`config.mk`:
```
export PLATFORM = sky130hd
export DESIGN_NAME = iwsg_top
export DESIGN_NICKNAME = d
export VERILOG_FILES = /design/src/verilog/iwsg_pkg.sv /design/src/verilog/iwsg_wait_counter.sv /design/src/verilog/iwsg_top.sv
export SDC_FILE = /design/constraint.sdc
export NUM_CORES = 1
export LEC_CHECK = 0
export BUFFER_PORTS_ARGS = -buffer_cell sky130_fd_sc_hd__buf_4
export CELL_PAD_IN_SITES_DETAIL_PLACEMENT = 0
export CELL_PAD_IN_SITES_GLOBAL_PLACEMENT = 1
export CORE_ASPECT_RATIO = 0.8
export CORE_MARGIN = 10
export CORE_UTILIZATION = 43
export CTS_CLUSTER_DIAMETER = 200
export DETAILED_ROUTE_END_ITERATION = 16
export MAX_ROUTING_LAYER = met4
export PLACE_DENSITY_LB_ADDON = 0.1
export SLEW_MARGIN = 10
export SYNTH_ARGS = -nofsm -noshare
export SYNTH_HDL_FRONTEND = slang
export SYNTH_HIERARCHICAL = 1
export SYNTH_SLANG_ARGS = --single-unit
```
`constraint.sdc`:
```
create_clock -name clk_i -period 2.1 [get_ports clk_i]
set_input_delay 0.105 -clock clk_i [delete_from_list [all_inputs] [get_ports clk_i]]
set_output_delay 0.105 -clock clk_i [all_outputs]
set_load 0.005 [all_outputs]
```
`src/verilog/iwsg_pkg.sv`:
```
package iwsg_pkg;

	// width of the cpu i/o address
	localparam int ADDR_W = 8;

	// extra cpu wait states per i/o cycle, per peripheral grade
	localparam logic [3:0] SLOW_WR_WAITS = 4'h2;
	localparam logic [3:0] SLOW_RD_WAITS = 4'h2;
	localparam logic [3:0] FAST_WR_WAITS = 4'h1;
	localparam logic [3:0] FAST_RD_WAITS = 4'h1;

	// system clock cycles per cpu clock (t-state)
	localparam logic [3:0] CYC_PER_TSTATE = 4'h1;

	// default decode: peripheral answers at 0x80..0x83
	localparam logic [ADDR_W-1:0] PERIPH_BASE = 8'h80;
	localparam logic [ADDR_W-1:0] PERIPH_MASK = 8'hFC;

	// inactive level of every active-low strobe
	localparam logic STROBE_OFF = 1'b1;
	localparam logic STROBE_ON  = 1'b0;

	// cpu side pins, all active low except the address
	typedef struct packed {
		logic              io_request_n;
		logic              rd_n;
		logic              wr_n;
		logic [ADDR_W-1:0] addr;
	} iwsg_cpu_bus_type;

	// peripheral side strobes, all active low
	typedef struct packed {
		logic ce_n;
		logic rd_n;
		logic wr_n;
	} iwsg_periph_bus_type;

	// reset value of the peripheral strobes
	localparam iwsg_periph_bus_type PERIPH_IDLE = '{
		ce_n: 1'b1,
		rd_n: 1'b1,
		wr_n: 1'b1
	};

endpackage

```
`src/verilog/iwsg_wait_counter.sv`:
```
`timescale 1ns/1ps
module iwsg_wait_counter #(
	parameter int CNT_W = 8
) (
	input  wire logic             clk_i,
	input  wire logic             rst_n_i,
	input  wire logic             load_i,
	input  wire logic [CNT_W-1:0] load_val_i,
	output logic                  busy_o
);
	import iwsg_pkg::*;

	logic [CNT_W-1:0] cnt_ff;
	logic [CNT_W-1:0] nxt_cnt;

	// counts system clock pulses down to zero; load wins over counting
	always_comb begin
		nxt_cnt = cnt_ff;
		if (load_i) begin
			nxt_cnt = load_val_i;
		end else if (cnt_ff != '0) begin
			nxt_cnt = cnt_ff - CNT_W'(1);
		end
	end

	// cleared on reset so no stale wait survives
	always_ff @(posedge clk_i) begin
		if (!rst_n_i) begin
			cnt_ff <= '0;
		end else begin
			cnt_ff <= nxt_cnt;
		end
	end

	assign busy_o = (cnt_ff != '0);

endmodule

```
`src/verilog/iwsg_top.sv`:
```
`timescale 1ns/1ps
module iwsg_top #(
	parameter bit SLOW_GRADE   = 1'b1,
	parameter bit SAME_WAITS   = 1'b1,
	parameter bit STALL_ALL_IO = 1'b0,
	parameter int CNT_W        = 8
) (
	input  wire logic                        clk_i,
	input  wire logic                        rst_n_i,
	input  wire iwsg_pkg::iwsg_cpu_bus_type  cpu_i,
	output iwsg_pkg::iwsg_periph_bus_type    periph_o,
	output logic                             cpu_wait_n_o
);
	import iwsg_pkg::*;

	// the counter must hold the largest wait figure times the t-state length
	generate
		if (CNT_W < 8 || CNT_W > 16) begin : g_bad_cnt_w
			$error("iwsg_top: CNT_W must lie between 8 and 16");
		end
		// a zero t-state length would release the cpu with no counted wait at all
		if (CYC_PER_TSTATE == 4'h0) begin : g_bad_tstate
			$error("iwsg_top: CYC_PER_TSTATE must not be zero");
		end
		// every grade needs at least one counted wait on each cycle kind
		if (SLOW_RD_WAITS == 4'h0 || SLOW_WR_WAITS == 4'h0 ||
			FAST_RD_WAITS == 4'h0 || FAST_WR_WAITS == 4'h0) begin : g_bad_waits
			$error("iwsg_top: every wait figure must be at least one");
		end
		// base bits outside the mask would be silently dropped by the decode
		if ((PERIPH_BASE & ~PERIPH_MASK) != '0) begin : g_bad_base
			$error("iwsg_top: PERIPH_BASE has bits outside PERIPH_MASK");
		end
	endgenerate

	// sequencer states, one peripheral cycle from request to release
	typedef enum logic [1:0] {
		ST_IDLE,
		ST_SETUP,
		ST_STROBE,
		ST_HOLD
	} iwsg_state_type;

	// decoding shared by the chip enable and the wait selection
	// kept in one place so both agree about the window unless STALL_ALL_IO stalls every i/o cycle
	function automatic logic addr_hit(input logic [ADDR_W-1:0] a);
		addr_hit = ((a & PERIPH_MASK) == (PERIPH_BASE & PERIPH_MASK));
	endfunction

	// wait count for one cycle kind, grade and sharing option applied
	// the shared count takes the larger figure so neither kind falls short
	function automatic logic [3:0] waits_for(input logic is_wr);
		logic [3:0] rd_w;
		logic [3:0] wr_w;
		rd_w = SLOW_GRADE ? SLOW_RD_WAITS : FAST_RD_WAITS;
		wr_w = SLOW_GRADE ? SLOW_WR_WAITS : FAST_WR_WAITS;
		if (SAME_WAITS) begin
			waits_for = (rd_w > wr_w) ? rd_w : wr_w;
		end else begin
			waits_for = is_wr ? wr_w : rd_w;
		end
	endfunction

	// two-stage synchroniser on the cpu pins; stage one feeds stage two only
	iwsg_cpu_bus_type sync1_ff;
	iwsg_cpu_bus_type sync2_ff;
	iwsg_cpu_bus_type nxt_sync1;
	iwsg_cpu_bus_type nxt_sync2;

	always_comb begin
		nxt_sync1 = cpu_i;
		nxt_sync2 = sync1_ff;
	end

	// idle pin levels after reset so no false cycle is seen
	always_ff @(posedge clk_i) begin
		if (!rst_n_i) begin
			sync1_ff <= '{io_request_n: 1'b1, rd_n: 1'b1, wr_n: 1'b1,
				addr: '0};
			sync2_ff <= '{io_request_n: 1'b1, rd_n: 1'b1, wr_n: 1'b1,
				addr: '0};
		end else begin
			sync1_ff <= nxt_sync1;
			sync2_ff <= nxt_sync2;
		end
	end

	// qualified view of the synchronised cpu cycle
	logic io_active;
	logic io_strobe;
	logic io_selected;
	logic cpu_released;

	// the address is synced bit by bit, which is only safe because the
	// cpu holds it steady for the whole request
	assign io_active    = (sync2_ff.io_request_n == STROBE_ON);
	assign io_strobe    = (sync2_ff.rd_n == STROBE_ON) ||
		(sync2_ff.wr_n == STROBE_ON);
	assign io_selected  = STALL_ALL_IO || addr_hit(sync2_ff.addr);
	assign cpu_released = (sync2_ff.rd_n == STROBE_OFF) &&
		(sync2_ff.wr_n == STROBE_OFF);

	// wait counter, loaded once per cycle when the strobe goes out
	logic             cnt_load;
	logic [CNT_W-1:0] cnt_val;
	logic             cnt_busy;

	iwsg_wait_counter #(
		.CNT_W      (CNT_W)
	) u_wait_cnt (
		.clk_i      (clk_i),
		.rst_n_i    (rst_n_i),
		.load_i     (cnt_load),
		.load_val_i (cnt_val),
		.busy_o     (cnt_busy)
	);

	// cycle state and the registered outputs
	iwsg_state_type      state_ff;
	iwsg_state_type      nxt_state;
	logic                is_wr_ff;
	logic                nxt_is_wr;
	iwsg_periph_bus_type periph_ff;
	iwsg_periph_bus_type nxt_periph;
	logic                wait_n_ff;
	logic                nxt_wait_n;

	// one peripheral cycle, counted from the edge the synced request shows:
	//   edge 0: wait goes low, chip enable follows the decode
	//   edge 1: the strobe falls, a whole clock after the address settled
	//   edge 1 on: the counter runs off the wait figure
	//   edge n+2: wait released, the cpu may finish its own t-states
	//   later: the strobe rises three edges after the cpu lifts its own, two of them in the sync flops
	// the two sync flops add two clocks before edge 0; that is the price
	// of sampling pins from a cpu that does not share this clock
	// a strobe is never cut short by the counter, only by the cpu, so
	// the width can only grow beyond the figure, never shrink below it
	// cycle sequencer; strobes only change on the registered clock edge
	always_comb begin
		nxt_state  = state_ff;
		nxt_is_wr  = is_wr_ff;
		nxt_periph = periph_ff;
		nxt_wait_n = wait_n_ff;
		cnt_load   = 1'b0;
		cnt_val    = '0;
		// chip enable follows decode and request, independent of strobes
		nxt_periph.ce_n = !(io_active && addr_hit(sync2_ff.addr));
		case (state_ff)
			ST_IDLE: begin
				nxt_periph.rd_n = STROBE_OFF;
				nxt_periph.wr_n = STROBE_OFF;
				// a strobe without the i/o request is a memory cycle: ignored
				if (io_active && io_strobe && io_selected) begin
					// stall at once, before the strobe is even released
					nxt_wait_n = STROBE_ON;
					nxt_is_wr  = (sync2_ff.wr_n == STROBE_ON);
					nxt_state  = ST_SETUP;
				end
			end
			ST_SETUP: begin
				// one more edge of address settling before the strobe falls
				nxt_periph.rd_n = is_wr_ff ? STROBE_OFF : STROBE_ON;
				nxt_periph.wr_n = is_wr_ff ? STROBE_ON : STROBE_OFF;
				cnt_load  = 1'b1;
				cnt_val   = CNT_W'(waits_for(is_wr_ff)) *
					CNT_W'(CYC_PER_TSTATE);
				nxt_state = ST_STROBE;
			end
			ST_STROBE: begin
				// strobe stays low for the whole wait count
				// the cpu cannot end its cycle here, it is still held in
				// wait; the hold state picks up its release afterwards
				if (!cnt_busy) begin
					nxt_wait_n = STROBE_OFF;
					nxt_state  = ST_HOLD;
				end
			end
			ST_HOLD: begin
				// strobe ends only when the cpu ends its own cycle
				if (cpu_released) begin
					nxt_periph.rd_n = STROBE_OFF;
					nxt_periph.wr_n = STROBE_OFF;
					nxt_state       = ST_IDLE;
				end
			end
			default: begin
				nxt_state = ST_IDLE;
			end
		endcase
	end

	// reset releases wait and both strobes
	always_ff @(posedge clk_i) begin
		if (!rst_n_i) begin
			state_ff  <= ST_IDLE;
			is_wr_ff  <= 1'b0;
			periph_ff <= PERIPH_IDLE;
			wait_n_ff <= STROBE_OFF;
		end else begin
			state_ff  <= nxt_state;
			is_wr_ff  <= nxt_is_wr;
			periph_ff <= nxt_periph;
			wait_n_ff <= nxt_wait_n;
		end
	end

	// outputs straight from flops
	// nothing combinational reaches a pin, so no glitch can strobe the part
	assign periph_o     = periph_ff;
	assign cpu_wait_n_o = wait_n_ff;

endmodule

```
Word level (Yosys, flattened, before mapping)

Cells that the tools add are included.

Register bits: 37
Word-level logic and storage cells: 56

Add/sub/neg operators: 1
Equal/unequal tests: 7
Muxes and demuxes: 15
Bitwise operators: 3
Reductions and logical operators: 15

Operator list:

| kind                                                                   | count |
|---|---|
| 8-bit 2-to-1 mux                                                       | 2 |
| 2-bit 2-to-1 mux                                                       | 5 |
| 2-bit case mux with 4 select lines                                     | 1 |
| 8-bit nonzero test                                                     | 1 |
| 8-bit by 1-bit subtractor with 8-bit output (second input constant)    | 1 |
| 6-bit equality test (second input constant)                            | 1 |
| 2-bit != test (second input constant)                                  | 3 |
| 2-bit case mux with 3 select lines                                     | 1 |
| 3-bit AND reduction                                                    | 2 |
| 1-bit 2-to-1 mux                                                       | 5 |
| 2-bit equality test (second input constant)                            | 2 |
| 1-bit logical AND                                                      | 4 |
| 2-bit AND reduction                                                    | 2 |
| 2-bit nonzero test                                                     | 2 |
| 1-bit NOT                                                              | 3 |
| 3-bit nonzero test                                                     | 1 |
| 2-bit by 1-bit equality test with 1-bit output (second input constant) | 1 |
| 2-bit zero test                                                        | 1 |
| 1-bit case mux with 2 select lines                                     | 1 |
| 1-bit zero test                                                        | 1 |
| 1-bit logical OR                                                       | 1 |

Longest topological paths before layout

Word-level depth: 6
Gate-level depth with buffers: 8

Cells and area by module

The synthesis kept the hierarchy.

Modules (own cells, without submodules):

| module            | instances | cells each | area an instance (sq um) |
|---|---|---|---|
| iwsg_top          | 1         | 82         | 915.9 |
| iwsg_wait_counter | 1         | 54         | 480.5 |

Worst setup path after synthesis

Ideal clock, no wire load.

Path type: register to register
Start point: register u_wait_cnt.cnt_ff[4]
End point: register state_ff[1]
Library setup time: 72 ps
Arrival: 1833 ps
Data required time: 2028 ps
Setup slack: 196 ps
Stages on the path, launching flop included: 6
Path buffers: 0
Path through: dfxtp_1 > or4_4 > nor4b_4 > inv_2 > a221oi_4 > mux2i_1

Word-level cells in the longest chain between the ends: 3

Ends and longest elaborated chain:

| element                              | RTL line                | RTL |
|---|---|---|
| from (decl)                          | iwsg_wait_counter.sv:13 | `logic [CNT_W-1:0] cnt_ff;` |
| from (signal assigned)               | iwsg_wait_counter.sv:31 | `cnt_ff <= nxt_cnt;` |
| 8-bit nonzero test                   | iwsg_wait_counter.sv:35 | `assign busy_o = (cnt_ff != '0);` |
| net cnt_busy                         | iwsg_top.sv:106         | `logic cnt_busy;` |
| 2-bit != test (no source line)       | --                      |  |
| 3-bit AND reduction (no source line) | --                      |  |
| to (signal assigned)                 | iwsg_top.sv:200         | `state_ff <= nxt_state;` |
| to (decl)                            | iwsg_top.sv:119         | `iwsg_state_type state_ff;` |

The timed path passes the listed nets, and every way through them passes these cells.
A chain may end at the register's enable or synchronous reset.

Final worst setup path

Ends and elaborated chain as after synthesis.

==> metrics.md <==
| Metric | Value |
|---|---|
| Worst Hold Launch | cpu_i[8] |
| Area contributors post-synth | dfxtp_1 47%, ha_1 6.3%, and2_1 5.8% |
| FP Rows | 18 |
| Slew Limit Fails | 0 |
| Routed WL per cell | 12.0 µm |
| Worst reg2reg path depth | 5 |
| N_diodes | 0 |
| Initial DRT Pass Iterations | 4 |
| TritonCTS clock tree | built |
| CP required | 2.31 ns |
| Post_cts resized | 0 |
| Routed wl met2 | 1020 µm |
| GRT Resource Usage Total | 8.91% |
| DR top layer | met4 |
| Yosys top cell area share | 47.3% |
| R2R Setup Slk | 0.14 ns |
| Congestion Overflow GR | 0 |
| Clock sink count | 33 |
| VDD IR-drop max | 0.470 mV |
| Skew-Pair Late Insertion Delay | 0.28 ns |
| IO Count | 17 |
| Fin crit period | 1.96 ns |
| YS warnings | 6 |
| Crit end category | flip-flop |
| Crit-path max FO | 5 |
| CP Cell Sequence | or4_4 > nor4b_4 > inv_2 > a221oi_4 > mux2i_1 |
| Tcrit/Tclk final | 93.1% |
| Mapped cell area | 1400 µm² |
| Leak | 0.000672 µW |
| Leading cell type in the layout, fill and taps excluded | dfxtp_1 |
| Die area | 5940 µm² |
| Post-DP Area | 1570 µm² |
| Fin. Hold Viols | 0 |
| Pin count of the biggest net entering global routing | 39 |
| Routability cong. | 0.745 |
| Crit Path Category | reg -> reg |
| Status | finished clean |
| Max cap viols | 0 |
| Residual DRC | 0 |
| Synth Register Bits | 33 |
| Final Power | 1820 µW |
| CTS buffer count | 5 |
| Hpwl dp | 1780 µm |
| Seq/Total Area, Yosys | 47.3% |
| Share of cells above drive strength 1 | 20.2% |
| DRT antenna net count | 0 |
| CP arrival | 2.16 ns |
| Setup bufs post-CTS | 0 |
| Most frequent cells in the layout | 33 x dfxtp_1, 16 x buf_4, 13 x and2_1 |
| Endpoints failing setup | 0 |
| H-tree depth | 2 |
| Max clock buf depth | 2 |
| Worst setup slack after layout | 0.145 ns |
| RSZ-0062 raised after global routing | false |
| Met3 WL | 102 µm |
| Hold EP | nxt_sync2[8]$_SDFF_PN1_ |
| R2R Path Start | u_wait_cnt/cnt_ff[4]$_SDFFE_PN0P_ |
| Dpl ws | 0.151 ns |
| Post-synth cell types | 42 |
| Clk root buf | clkbuf_8 |
| Hold_buf cts | 1 |
| Port bufs | 14 |
| CP top delay family | simple AND/OR/NAND/NOR gates |
| Crit path max-delay cell type | or4_4 |
| Mean Syn Cell Area | 10.3 µm² |
| Slowest Stage Delay on Critical Path | 0.58 ns |
| Asr flop ratio synth | 0% |
| R2R Path End | state_ff[1]$_SDFFE_PN0P_ |
| Hold path depth | 2 |
| DR vias | 955 |
| Global-route wire length before repair | 4180 µm |
| Pwr Density | 1100 nW/µm² |
| Starting DRC count in detailed routing | 45 |
| Setup TNS | 0 ns |
| DR vias/cell | 4.70 |
| Core region area | 3110 µm² |
| Worst hold path type | in -> reg |
| Largest area contributor in the netlist | dfxtp_1 |
| Synth Instances | 136 |
| Critical path launch point type | flip-flop |
| Vias in the first global route | 930 |
| Antenna violations before repair | 0 |
| Die Width | 83.7 µm |
| Met1 Routed Length | 1290 µm |
| Critical path buffer and inverter count | 1 |
| Synth-to-layout area growth | 18.9% |
| Nets | 182 |
| Final non-filler cell area | 1660 µm² |
| Synth Flop Type | dfxtp_1 |
| Clock Skew | 0.00666 ns |
| CTS clock-pin slew for the worst setup and hold paths | 0.07 ns |
| EDFF count, synth | 0 |
| Fmax | 511 MHz |
| Initial Utilization | 44.9% |
| Final WL | 2430 µm |
| Die Y | 71.0 µm |
## cell families after synthesis
group	share of synthesized area [%]
XOR/XNOR	2.51
multiplexers	3.23
AND/OR/NAND/NOR	24.6
adder cells (fa/ha/maj)	6.27
buffers and inverters	3.94
other	0.269
flip-flops	47.3
AO/OA/AOI/OAI	11.8
## registers in the layout, indices dropped and copies added, names as in the netlist
| name | flops |
|---|---|
| cpu_wait_n_o | 1 |
| periph_o | 3 |
| sync2_ff | 9 |
| u_wait_cnt/cnt_ff | 8 |
| nxt_sync2 | 9 |
| is_wr_ff | 1 |
| state_ff | 2 |
## synth_stat cells (all sizes together), types with 4 or more instances
cell type and instances:
dfxtp 33, and2 13, inv 9, nand3 9
ha 7, nand2b 7, o21ai 6, nand2 5
nor2 5, a21oi 4, o31ai 4
## final cells by class
class	count	area [µm²]
Clock inverter	2	10.0
Tap cell	40	50.0
Clock buffer	6	72.6
Inverter	9	33.8
Sequential cell	33	661
Timing Repair Buffer	17	130
Fill cell	300	1450
Multi-Input combinational cell	96	703
## power by group
group	leakage [µW]	switching [µW]	internal, µW
Sequential	0.000272	80.4	711
Clock	0.0000450	213	229
Combinational	0.000355	276	311
Total	0.000672	569	1250
## per-stage QoR
step	cells	utilization [%]	hold slack [ns]
6_report	203	53.4	0.0107
5_1_grt	203	53.4	0.00138
4_1_cts	203	53.4	0.00349
3_5_place_dp	194	50.4	0.291
3_3_place_gp	194	50.4	0.288
2_1_floorplan	142	-	0.178
## routing by layer
| layer | GRT usage (%) | up-vias |
|---|---|---|
| li1 | - | 512 |
| met5 | - | - |
| met2 | 12.2 | 20 |
| met4 | 4.45 | 0 |
| met3 | 3.89 | 2 |
| met1 | 10.8 | 421 |
## how the worst max path moves through the flow
stage / from / to / cells after the start
floorplan: u_wait_cnt/cnt_ff[4]$_SDFFE_PN0P_ / state_ff[1]$_SDFFE_PN0P_ / 5
global placement: u_wait_cnt/cnt_ff[4]$_SDFFE_PN0P_ / state_ff[1]$_SDFFE_PN0P_ / 5
detailed placement: u_wait_cnt/cnt_ff[4]$_SDFFE_PN0P_ / state_ff[1]$_SDFFE_PN0P_ / 5
CTS: u_wait_cnt/cnt_ff[4]$_SDFFE_PN0P_ / state_ff[1]$_SDFFE_PN0P_ / 5
global route: u_wait_cnt/cnt_ff[4]$_SDFFE_PN0P_ / state_ff[1]$_SDFFE_PN0P_ / 5
finish: u_wait_cnt/cnt_ff[4]$_SDFFE_PN0P_ / state_ff[1]$_SDFFE_PN0P_ / 5
Power figures use the tool's default switching activity.
